### config.mk
export PLATFORM = sky130hd
export DESIGN_NAME = segment_table_walker
export DESIGN_NICKNAME = d
export VERILOG_FILES = /design/src/segment_entry_matcher.v /design/src/segment_group_addr.v /design/src/segment_table_walker.v
export VERILOG_INCLUDE_DIRS = /design/src
export SDC_FILE = /design/constraint.sdc
export NUM_CORES = 1
export LEC_CHECK = 0
export ABC_AREA = 1
export BUFFER_PORTS_ARGS = -buffer_cell sky130_fd_sc_hd__buf_2
export CORE_ASPECT_RATIO = 1.5
export CORE_MARGIN = 10
export CORE_UTILIZATION = 53
export CTS_CLUSTER_DIAMETER = 40
export CTS_CLUSTER_SIZE = 40
export DETAILED_ROUTE_END_ITERATION = 10
export GPL_TIMING_DRIVEN = 0
export PLACE_DENSITY = 0.81
export SLEW_MARGIN = 10
export SYNTH_ARGS = -nofsm -noshare
export SYNTH_HDL_FRONTEND = slang
export SYNTH_SLANG_ARGS = --single-unit
### constraint.sdc
create_clock -name clk_i -period 15.55 [get_ports clk_i]
set_input_delay 1.555 -clock clk_i [delete_from_list [all_inputs] [get_ports clk_i]]
set_output_delay 1.555 -clock clk_i [all_outputs]
set_load 0.005 [all_outputs]
### src/segment_table_walker_defines.vh
// Constants for the segment table walker
`ifndef SEGMENT_TABLE_WALKER_DEFINES_VH
`define SEGMENT_TABLE_WALKER_DEFINES_VH

`define STW_EFFECTIVE_SEGMENT_ID_W          36
`define STW_BASE_W          52
`define STW_HASH_W          5
`define STW_GROUP_ENTRIES   8
`define STW_MAX_FETCHES     16
`define STW_SLOT_W          3
`define STW_ENTRY_BYTES_W   4
`define STW_FETCH_ATTR      4'b0010
`define STW_DS_ATTR         4'b0101
`define STW_DW0_VALID_BIT   7
`define STW_DW0_TSEL_BIT    6
`define STW_DW0_SKEY_BIT    5
`define STW_DW0_UKEY_BIT    4
`define STW_BRIDGE_ENTRIES  16
`define STW_SLB_IDX_W       5
`define STW_MAX_OUTSTANDING 4

`endif

### src/segment_entry_matcher.v
// Compares one fetched segment table entry against the access
`timescale 1ns/1ps
`default_nettype none
`include "segment_table_walker_defines.vh"

module segment_entry_matcher
(
    input  wire [63:0]              entry_dw0_i,
    input  wire [`STW_EFFECTIVE_SEGMENT_ID_W-1:0]   effective_segment_id_i,
    output wire                     hit_o
);
    wire effective_segment_id_eq;
    wire entry_valid;

    // Entry bits 0-35 sit in dw0[63:28]
    assign effective_segment_id_eq     = (entry_dw0_i[63:64-`STW_EFFECTIVE_SEGMENT_ID_W] == effective_segment_id_i);
    assign entry_valid = entry_dw0_i[`STW_DW0_VALID_BIT];
    assign hit_o       = effective_segment_id_eq & entry_valid;
endmodule
`default_nettype wire

### src/segment_group_addr.v
// Builds primary and secondary entry-group physical addresses
`timescale 1ns/1ps
`default_nettype none
`include "segment_table_walker_defines.vh"

module segment_group_addr
(
    input  wire [`STW_BASE_W-1:0]   table_base_i,
    input  wire [`STW_EFFECTIVE_SEGMENT_ID_W-1:0]   effective_segment_id_i,
    output wire [63:0]              primary_addr_o,
    output wire [63:0]              secondary_addr_o
);
    wire [`STW_HASH_W-1:0] hash1;
    wire [`STW_HASH_W-1:0] hash2;

    assign hash1 = effective_segment_id_i[`STW_HASH_W-1:0];
    assign hash2 = ~hash1;
    assign primary_addr_o   = {table_base_i, hash1, 7'b000_0000};
    assign secondary_addr_o = {table_base_i, hash2, 7'b000_0000};
endmodule
`default_nettype wire

### src/segment_table_walker.v
// Segment table search engine with lookaside fill and direct-store routing
//
`timescale 1ns/1ps
`default_nettype none
`include "segment_table_walker_defines.vh"

module segment_table_walker
#(
    parameter DIRECT_STORE_EN = 1,
    parameter MAX_OUTSTANDING = `STW_MAX_OUTSTANDING
)
(
    input  wire                     clk_i,
    input  wire                     rst_b_i,
    // Access side
    input  wire                     miss_req_i,
    input  wire [63:0]              eff_addr_i,
    input  wire                     is_fetch_i,
    input  wire                     xlate_en_i,
    input  wire                     bta_hit_i,
    input  wire                     bridge_mode_i,
    input  wire [`STW_BASE_W-1:0]   table_base_i,
    output reg                      access_stall_o,
    output reg                      search_done_o,
    output reg                      instruction_storage_fault_o,
    output reg                      data_storage_fault_o,
    // Memory read port
    output reg                      mem_req_o,
    output reg  [63:0]              mem_addr_o,
    output reg  [3:0]               storage_attribute_bits_o,
    input  wire                     mem_ack_i,
    input  wire                     mem_rvalid_i,
    input  wire [63:0]              mem_rdata_dw0_i,
    input  wire [63:0]              mem_rdata_dw1_i,
    // Lookaside buffer fill
    output reg                      slb_wr_o,
    output reg  [`STW_SLB_IDX_W-1:0] slb_idx_o,
    output reg  [63:0]              slb_dw0_o,
    output reg  [63:0]              slb_dw1_o,
    // Direct-store routing
    output reg                      direct_store_o,
    output reg  [3:0]               ds_attribute_bits_o,
    output reg                      ds_key_o,
    input  wire                     user_mode_i,
    // Invalidate and sync
    input  wire                     inval_req_i,
    input  wire                     inval_done_i,
    input  wire                     sync_req_i,
    output reg                      sync_stall_o
);
    localparam S_IDLE  = 6'b00_0001;
    localparam S_ADDR  = 6'b00_0010;
    localparam S_FETCH = 6'b00_0100;
    localparam S_FILL  = 6'b00_1000;
    localparam S_DONE  = 6'b01_0000;
    localparam S_FAULT = 6'b10_0000;

    reg        rst_sync1_r;
    reg        rst_sync2_r;
    wire       rst_b;

    reg  [5:0]              state_r;
    reg  [5:0]              state_nxt;
    reg  [63:0]             prim_addr_r;
    reg  [63:0]             sec_addr_r;
    reg  [`STW_EFFECTIVE_SEGMENT_ID_W-1:0]  effective_segment_id_r;
    reg                     is_fetch_r;
    reg  [4:0]              issued_r;
    reg  [4:0]              returned_r;
    reg  [2:0]              outstanding_r;
    reg                     hit_r;
    reg  [63:0]             hit_dw0_r;
    reg  [63:0]             hit_dw1_r;
    reg                     inval_pending_r;
    reg  [`STW_SLB_IDX_W-1:0] fill_ptr_r;

    wire [63:0] prim_addr;
    wire [63:0] sec_addr;
    wire        entry_hit;
    wire        can_issue;
    wire        all_issued;
    wire        all_back;
    wire        ret_ok;
    wire        issue_go;
    wire        ret_hit;
    wire        inval_busy;

    // Effective segment ID is the top 36 address bits
    function [`STW_EFFECTIVE_SEGMENT_ID_W-1:0] effective_segment_id_of;
        input [63:0] addr;
        begin
            effective_segment_id_of = addr[63:64-`STW_EFFECTIVE_SEGMENT_ID_W];
        end
    endfunction

    // Protection key sent along with a direct-store access
    function key_select;
        input        user;
        input [63:0] dw0;
        begin
            key_select = user ? dw0[`STW_DW0_UKEY_BIT] : dw0[`STW_DW0_SKEY_BIT];
        end
    endfunction

    // Bridge mode pins a slot per segment; otherwise rotate through the upper half
    function [`STW_SLB_IDX_W-1:0] slb_fill_idx;
        input                      bridge;
        input [`STW_EFFECTIVE_SEGMENT_ID_W-1:0]    effective_segment_id;
        input [`STW_SLB_IDX_W-1:0] ptr;
        begin
            if (bridge)
                slb_fill_idx = {1'b0, effective_segment_id[3:0]};
            else
                slb_fill_idx = 5'd`STW_BRIDGE_ENTRIES | {1'b0, ptr[3:0]};
        end
    endfunction

    // Entry address: group base plus slot times 16 bytes
    function [63:0] entry_addr;
        input [63:0] group_base;
        input [`STW_SLOT_W-1:0] slot;
        begin
            entry_addr = group_base | {57'd0, slot, 4'b0000};
        end
    endfunction

    always @(posedge clk_i or negedge rst_b_i)
    begin
        if (!rst_b_i)
        begin
            rst_sync1_r <= 1'b0;
            rst_sync2_r <= 1'b0;
        end
        else
        begin
            rst_sync1_r <= 1'b1;
            rst_sync2_r <= rst_sync1_r;
        end
    end
    assign rst_b = rst_sync2_r;

    segment_group_addr u_group_addr
    (
        .table_base_i     (table_base_i),
        .effective_segment_id_i           (effective_segment_id_of(eff_addr_i)),
        .primary_addr_o   (prim_addr),
        .secondary_addr_o (sec_addr)
    );

    segment_entry_matcher u_matcher
    (
        .entry_dw0_i (mem_rdata_dw0_i),
        .effective_segment_id_i      (effective_segment_id_r),
        .hit_o       (entry_hit)
    );

    assign all_issued = (issued_r == 5'd`STW_MAX_FETCHES);
    assign all_back   = (returned_r == 5'd`STW_MAX_FETCHES);
    assign ret_ok     = (state_r == S_FETCH) && mem_rvalid_i;
    assign can_issue  = !all_issued && !hit_r &&
                        ({29'd0, outstanding_r} < MAX_OUTSTANDING);
    assign ret_hit    = ret_ok && entry_hit;
    // Next request may leave in the cycle that the current one is accepted
    assign issue_go   = can_issue && !(mem_req_o && !mem_ack_i);

    always @*
    begin
        state_nxt = state_r;
        case (state_r)
            S_IDLE:
                if (miss_req_i)
                    state_nxt = S_ADDR;
            S_ADDR:
                state_nxt = S_FETCH;
            S_FETCH:
                // Outstanding reads drain before the fill
                if ((hit_r || ret_hit) && outstanding_r == 3'd0 && !mem_req_o)
                    state_nxt = S_FILL;
                else if (all_back && !hit_r)
                    state_nxt = S_FAULT;
            S_FILL:
                state_nxt = S_DONE;
            S_DONE:
                state_nxt = S_IDLE;
            S_FAULT:
                state_nxt = S_IDLE;
            default:
                state_nxt = S_IDLE;
        endcase
    end

    always @(posedge clk_i or negedge rst_b)
    begin
        if (!rst_b)
        begin
            state_r                     <= S_IDLE;
            prim_addr_r                 <= 64'h0000_0000_0000_0000;
            sec_addr_r                  <= 64'h0000_0000_0000_0000;
            effective_segment_id_r                      <= {`STW_EFFECTIVE_SEGMENT_ID_W{1'b0}};
            is_fetch_r                  <= 1'b0;
            issued_r                    <= 5'd0;
            returned_r                  <= 5'd0;
            outstanding_r               <= 3'd0;
            hit_r                       <= 1'b0;
            hit_dw0_r                   <= 64'h0000_0000_0000_0000;
            hit_dw1_r                   <= 64'h0000_0000_0000_0000;
            access_stall_o              <= 1'b0;
            search_done_o               <= 1'b0;
            instruction_storage_fault_o <= 1'b0;
            data_storage_fault_o        <= 1'b0;
            mem_req_o                   <= 1'b0;
            mem_addr_o                  <= 64'h0000_0000_0000_0000;
            storage_attribute_bits_o    <= `STW_FETCH_ATTR;
            slb_wr_o                    <= 1'b0;
            slb_idx_o                   <= {`STW_SLB_IDX_W{1'b0}};
            slb_dw0_o                   <= 64'h0000_0000_0000_0000;
            slb_dw1_o                   <= 64'h0000_0000_0000_0000;
            fill_ptr_r                  <= {`STW_SLB_IDX_W{1'b0}};
            direct_store_o              <= 1'b0;
            ds_attribute_bits_o         <= `STW_DS_ATTR;
            ds_key_o                    <= 1'b0;
        end
        else
        begin
            state_r                     <= state_nxt;
            search_done_o               <= 1'b0;
            instruction_storage_fault_o <= 1'b0;
            data_storage_fault_o        <= 1'b0;
            slb_wr_o                    <= 1'b0;
            direct_store_o              <= 1'b0;
            storage_attribute_bits_o    <= `STW_FETCH_ATTR;
            case (state_r)
                S_IDLE:
                    if (miss_req_i)
                    begin
                        access_stall_o <= 1'b1;
                        prim_addr_r    <= prim_addr;
                        sec_addr_r     <= sec_addr;
                        effective_segment_id_r         <= effective_segment_id_of(eff_addr_i);
                        is_fetch_r     <= is_fetch_i;
                        issued_r       <= 5'd0;
                        returned_r     <= 5'd0;
                        outstanding_r  <= 3'd0;
                        hit_r          <= 1'b0;
                    end
                S_FETCH:
                begin
                    // Primary group entries first, then secondary
                    if (mem_req_o && mem_ack_i)
                        mem_req_o <= 1'b0;
                    if (issue_go)
                    begin
                        mem_req_o  <= 1'b1;
                        mem_addr_o <= entry_addr(issued_r[3] ? sec_addr_r : prim_addr_r,
                                                 issued_r[2:0]);
                        issued_r   <= issued_r + 5'd1;
                    end
                    outstanding_r <= outstanding_r
                                     + {2'b00, issue_go}
                                     - {2'b00, ret_ok};
                    if (ret_ok)
                    begin
                        returned_r <= returned_r + 5'd1;
                        if (entry_hit && !hit_r)
                        begin
                            hit_r     <= 1'b1;
                            hit_dw0_r <= mem_rdata_dw0_i;
                            hit_dw1_r <= mem_rdata_dw1_i;
                        end
                    end
                end
                S_FILL:
                begin
                    slb_wr_o  <= 1'b1;
                    slb_dw0_o <= hit_dw0_r;
                    slb_dw1_o <= hit_dw1_r;
                    // Lookaside write leads the completion pulse by one cycle
                    slb_idx_o <= slb_fill_idx(bridge_mode_i, effective_segment_id_r, fill_ptr_r);
                    if (!bridge_mode_i)
                        fill_ptr_r <= fill_ptr_r + 1'b1;
                    if (DIRECT_STORE_EN != 0 && xlate_en_i && !bta_hit_i &&
                        hit_dw0_r[`STW_DW0_TSEL_BIT])
                    begin
                        direct_store_o      <= 1'b1;
                        ds_attribute_bits_o <= `STW_DS_ATTR;
                        ds_key_o            <= key_select(user_mode_i, hit_dw0_r);
                    end
                end
                S_DONE:
                begin
                    search_done_o  <= 1'b1;
                    access_stall_o <= 1'b0;
                end
                S_FAULT:
                begin
                    instruction_storage_fault_o <= is_fetch_r;
                    data_storage_fault_o        <= !is_fetch_r;
                    access_stall_o              <= 1'b0;
                end
                default:
                    mem_req_o <= 1'b0;
            endcase
        end
    end

    // Sync holds until own invalidate completes; new request wins over done
    assign inval_busy = inval_req_i || (inval_pending_r && !inval_done_i);
    always @(posedge clk_i or negedge rst_b)
    begin
        if (!rst_b)
        begin
            inval_pending_r <= 1'b0;
            sync_stall_o    <= 1'b0;
        end
        else
        begin
            if (inval_req_i)
                inval_pending_r <= 1'b1;
            else if (inval_done_i)
                inval_pending_r <= 1'b0;
            sync_stall_o <= sync_req_i && inval_busy;
        end
    end
endmodule
`default_nettype wire

==> reports/metrics.cfg <==
[logic_synthesis]
synth_area_mm2 = 0.0179
yosys_warnings = 0
yosys.cell_count.top_type = dfrtp_1
synth.avg_cell_area_um2 = 9.42
synthFlopType = dfrtp_1
synth_top_area_share_pct = 62.9
ys_ff_latch = 451
ys_async_sr_fraction_pct = 100
yosysSeqAreaShare_pct = 63.1
yosysTopAreaCell = dfrtp_1
synth_area_leaders = dfrtp_1 63%, nand2_1 8.7%, o21ai_0 7.7%
synth_commonest_cells = 450 x dfrtp_1, 416 x nand2_1, 275 x o21ai_0
synth_cell_type_count = 40
synth-edff-count = 0
netlist_instances = 1900

[clock_network]
cts_buffer_depth = 3
cts_buffers = 39
clock-sinks = 451
cts_hold_buffers = 0
cts_tree = built
clkLatencyLatePin_ns = 0.55
ctsResizeCount = 0
postCtsSetupBuffers = 0
path_clk_slew_ns = 0.08
ctsHtreeMaxLevel = 2
clockRootBuffer = clkbuf_16

[setup_path]
crit_arrival_ns = 3.43
r2r_end = slb_dw0_o[61]$_DFFE_PN0P_
regToRegSetupSlack_ns = 12.92
start_kind = input pin
crit_type = in -> reg
endpoint_kind = register
worst_ep_required_time_ns = 15.98
rr_startpoint = state_r[0]$_DFFE_PN1P_
path_max_fanout = 4
ff2ff_path_depth = 7

[layout]
fin_nets = 2653
area_growth_pct = 23.8
layout-drive-gt1-share_pct = 24.2

[worst_hold_path]
hp-class = reg -> async

[detailed_routing]
viasPerCell = 5.14
drt_pass1_iterations = 5
wl_per_cell_um = 18.6
vias = 14600
drc_errors = 0
drt_iter0_drc = 1088
totalWireLength_mm = 52.9
ant_nets = 0

[flow_run]
drv_cap = 0

[timing]
hold_viol = 0
slew_viol_final = 0
relSlewSlack_pct = 44.4
fin_crit_ns = 3.00
setup_ws_ns = 12.55
hold_ws_ns = 0.290
fmax_mhz = 333
tightest_slew_ns = 0.834
setup_viol = 0
tns_ns = 0
grt_setup_unrepaired = false
final.setup_skew_ns = 0.0225
finalCritPeriodShare_pct = 19.3

[grt]
use_met2_pct = 43.4
use_met1_pct = 27.9
grt_overflow = 0
grt.met3_usage_pct = 7.05
antenna_found_initial = 11
grt-busiest-layer = met2
grt_start_max_net_pins = 70
gr-usage-all-layers_pct = 24.9
grt_pass1_vias = 15000
grt_first_pass_wirelength_mm = 81.7

[die]
fp.dieW_um = 170
die_h_um = 245
initial_utilization_pct = 53.7
core_mm2 = 0.0333
rows = 82
pin_count = 471
dieArea_mm2 = 0.0417

[placement]
io_buffers = 429
pre_cts_slack_ns = 11.99
place_congestion = 0.904
dpl.hpwl_mm = 40.3

[outcome]
run_status = finished, final reports clean

[power]
irDropWorstVdd_uv = 154
total_power_mw = 3.16
p_leak_nw = 12.2
powerDensity_mw_per_mm2 = 143

## per-layer routing
layer	routed length [µm]	share of wire [%]
met5	45	0.085
met1	19700	37
met4	2060	3.9
met2	26800	51
met3	4340	8.2
## worst max-delay path by stage
| stage | startpoint | cells past startpoint | slack (ns) | end |
|---|---|---|---|---|
| 4_1_cts | mem_ack_i | 11 | 12.57 | outstanding_r[2]$_DFFE_PN0P_ |
| 5_1_grt | mem_ack_i | 11 | 12.35 | outstanding_r[2]$_DFFE_PN0P_ |
| 3_5_place_dp | mem_ack_i | 11 | 11.99 | outstanding_r[2]$_DFFE_PN0P_ |
| 3_3_place_gp | rst_b$_DFF_PN0_ | 0 | -2.24 | hit_dw1_r[44]$_DFFE_PN0P_ |
| 6_report | mem_ack_i | 11 | 12.55 | outstanding_r[2]$_DFFE_PN0P_ |
| 2_1_floorplan | rst_b$_DFF_PN0_ | 0 | 2.05 | access_stall_o$_DFFE_PN0P_ |
## area by class of cell
type,count,area [µm²]
clock buffers,45,1060
clock inverters,25,273
plain buffers,105,711
flip-flops and latches,451,11300
multi-input cells,1087,4930
fillers,2621,11200
repair buffers,436,2340
inverters,268,1010
well taps,420,526
diodes,7,17.5
## power breakdown
part	total, mW	switching (mW)	internal (mW)
logic	0.653	0.409	0.245
registers	1.50	0.114	1.39
clock network	1.01	0.476	0.529
## state kept, by name, indices dropped and copies added (netlist names), 3 cells and up
signal and cells:
hit_dw0_r 64, hit_dw1_r 64, slb_dw0_o 64, slb_dw1_o 64, mem_addr_o 60, sec_addr_r 57
effective_segment_id_r 36, state_r 6, issued_r 5, returned_r 5, slb_idx_o 5, fill_ptr_r 4
outstanding_r 3
## cells in the final DEF, fill, tap and decap left out, drive strengths merged, types with 2 or more instances in the layout
| master | netlist | routed |
|---|---|---|
| o21ai | 281 | 281 |
| nor3 | 5 | 5 |
| o31ai | 2 | 2 |
| conb | 2 | 13 |
| xor2 | 7 | 7 |
| nand4 | 11 | 11 |
| a21oi | 132 | 132 |
| a31oi | 5 | 5 |
| diode | 0 | 7 |
| nor2 | 172 | 172 |
| dfrtp | 450 | 450 |
| nand3 | 11 | 11 |
| clkinv | 0 | 8 |
| buf | 61 | 497 |
| ha | 7 | 7 |
| clkbuf | 44 | 89 |
| xnor2 | 9 | 9 |
| nor3b | 2 | 2 |
| o21a | 5 | 5 |
| clkinvlp | 0 | 6 |
| nand2 | 417 | 417 |
| inv | 268 | 278 |
| a22o | 2 | 2 |
## critical path, stage by stage
cell,delay [ns]
buf_2,0.09
nor2_1,0.05
nor4_2,0.45
inv_1,0.09
ha_1,0.28
inv_1,0.05
ha_1,0.13
inv_1,0.05
fa_1,0.38
xor2_1,0.20
o21ai_0,0.10
## logic make-up (layout without fill, tap and decap cells)
kind of cell | Yosys count | after routing | share of synthesized area [%]
fa+ha+maj | 8 | 8 | 0.601
simple gates | 620 | 620 | 13.6
xor+xnor | 16 | 16 | 0.783
flops | 451 | 451 | 63.1
compound gates | 430 | 430 | 12.3
buf+inv | 373 | 879 | 9.59
other cells | 2 | 20 | 0.0420
## per-stage QoR
stage	cell area (µm²)	utilization (%)	instances
after CTS	22100	66.4	2837
final	22200	66.4	2844
after global routing	22200	66.4	2843
after floorplan	17900	-	1911
after detailed placement	20800	62.4	2767
after global placement	20600	61.8	2760
(Power assumes the default switching activity.)
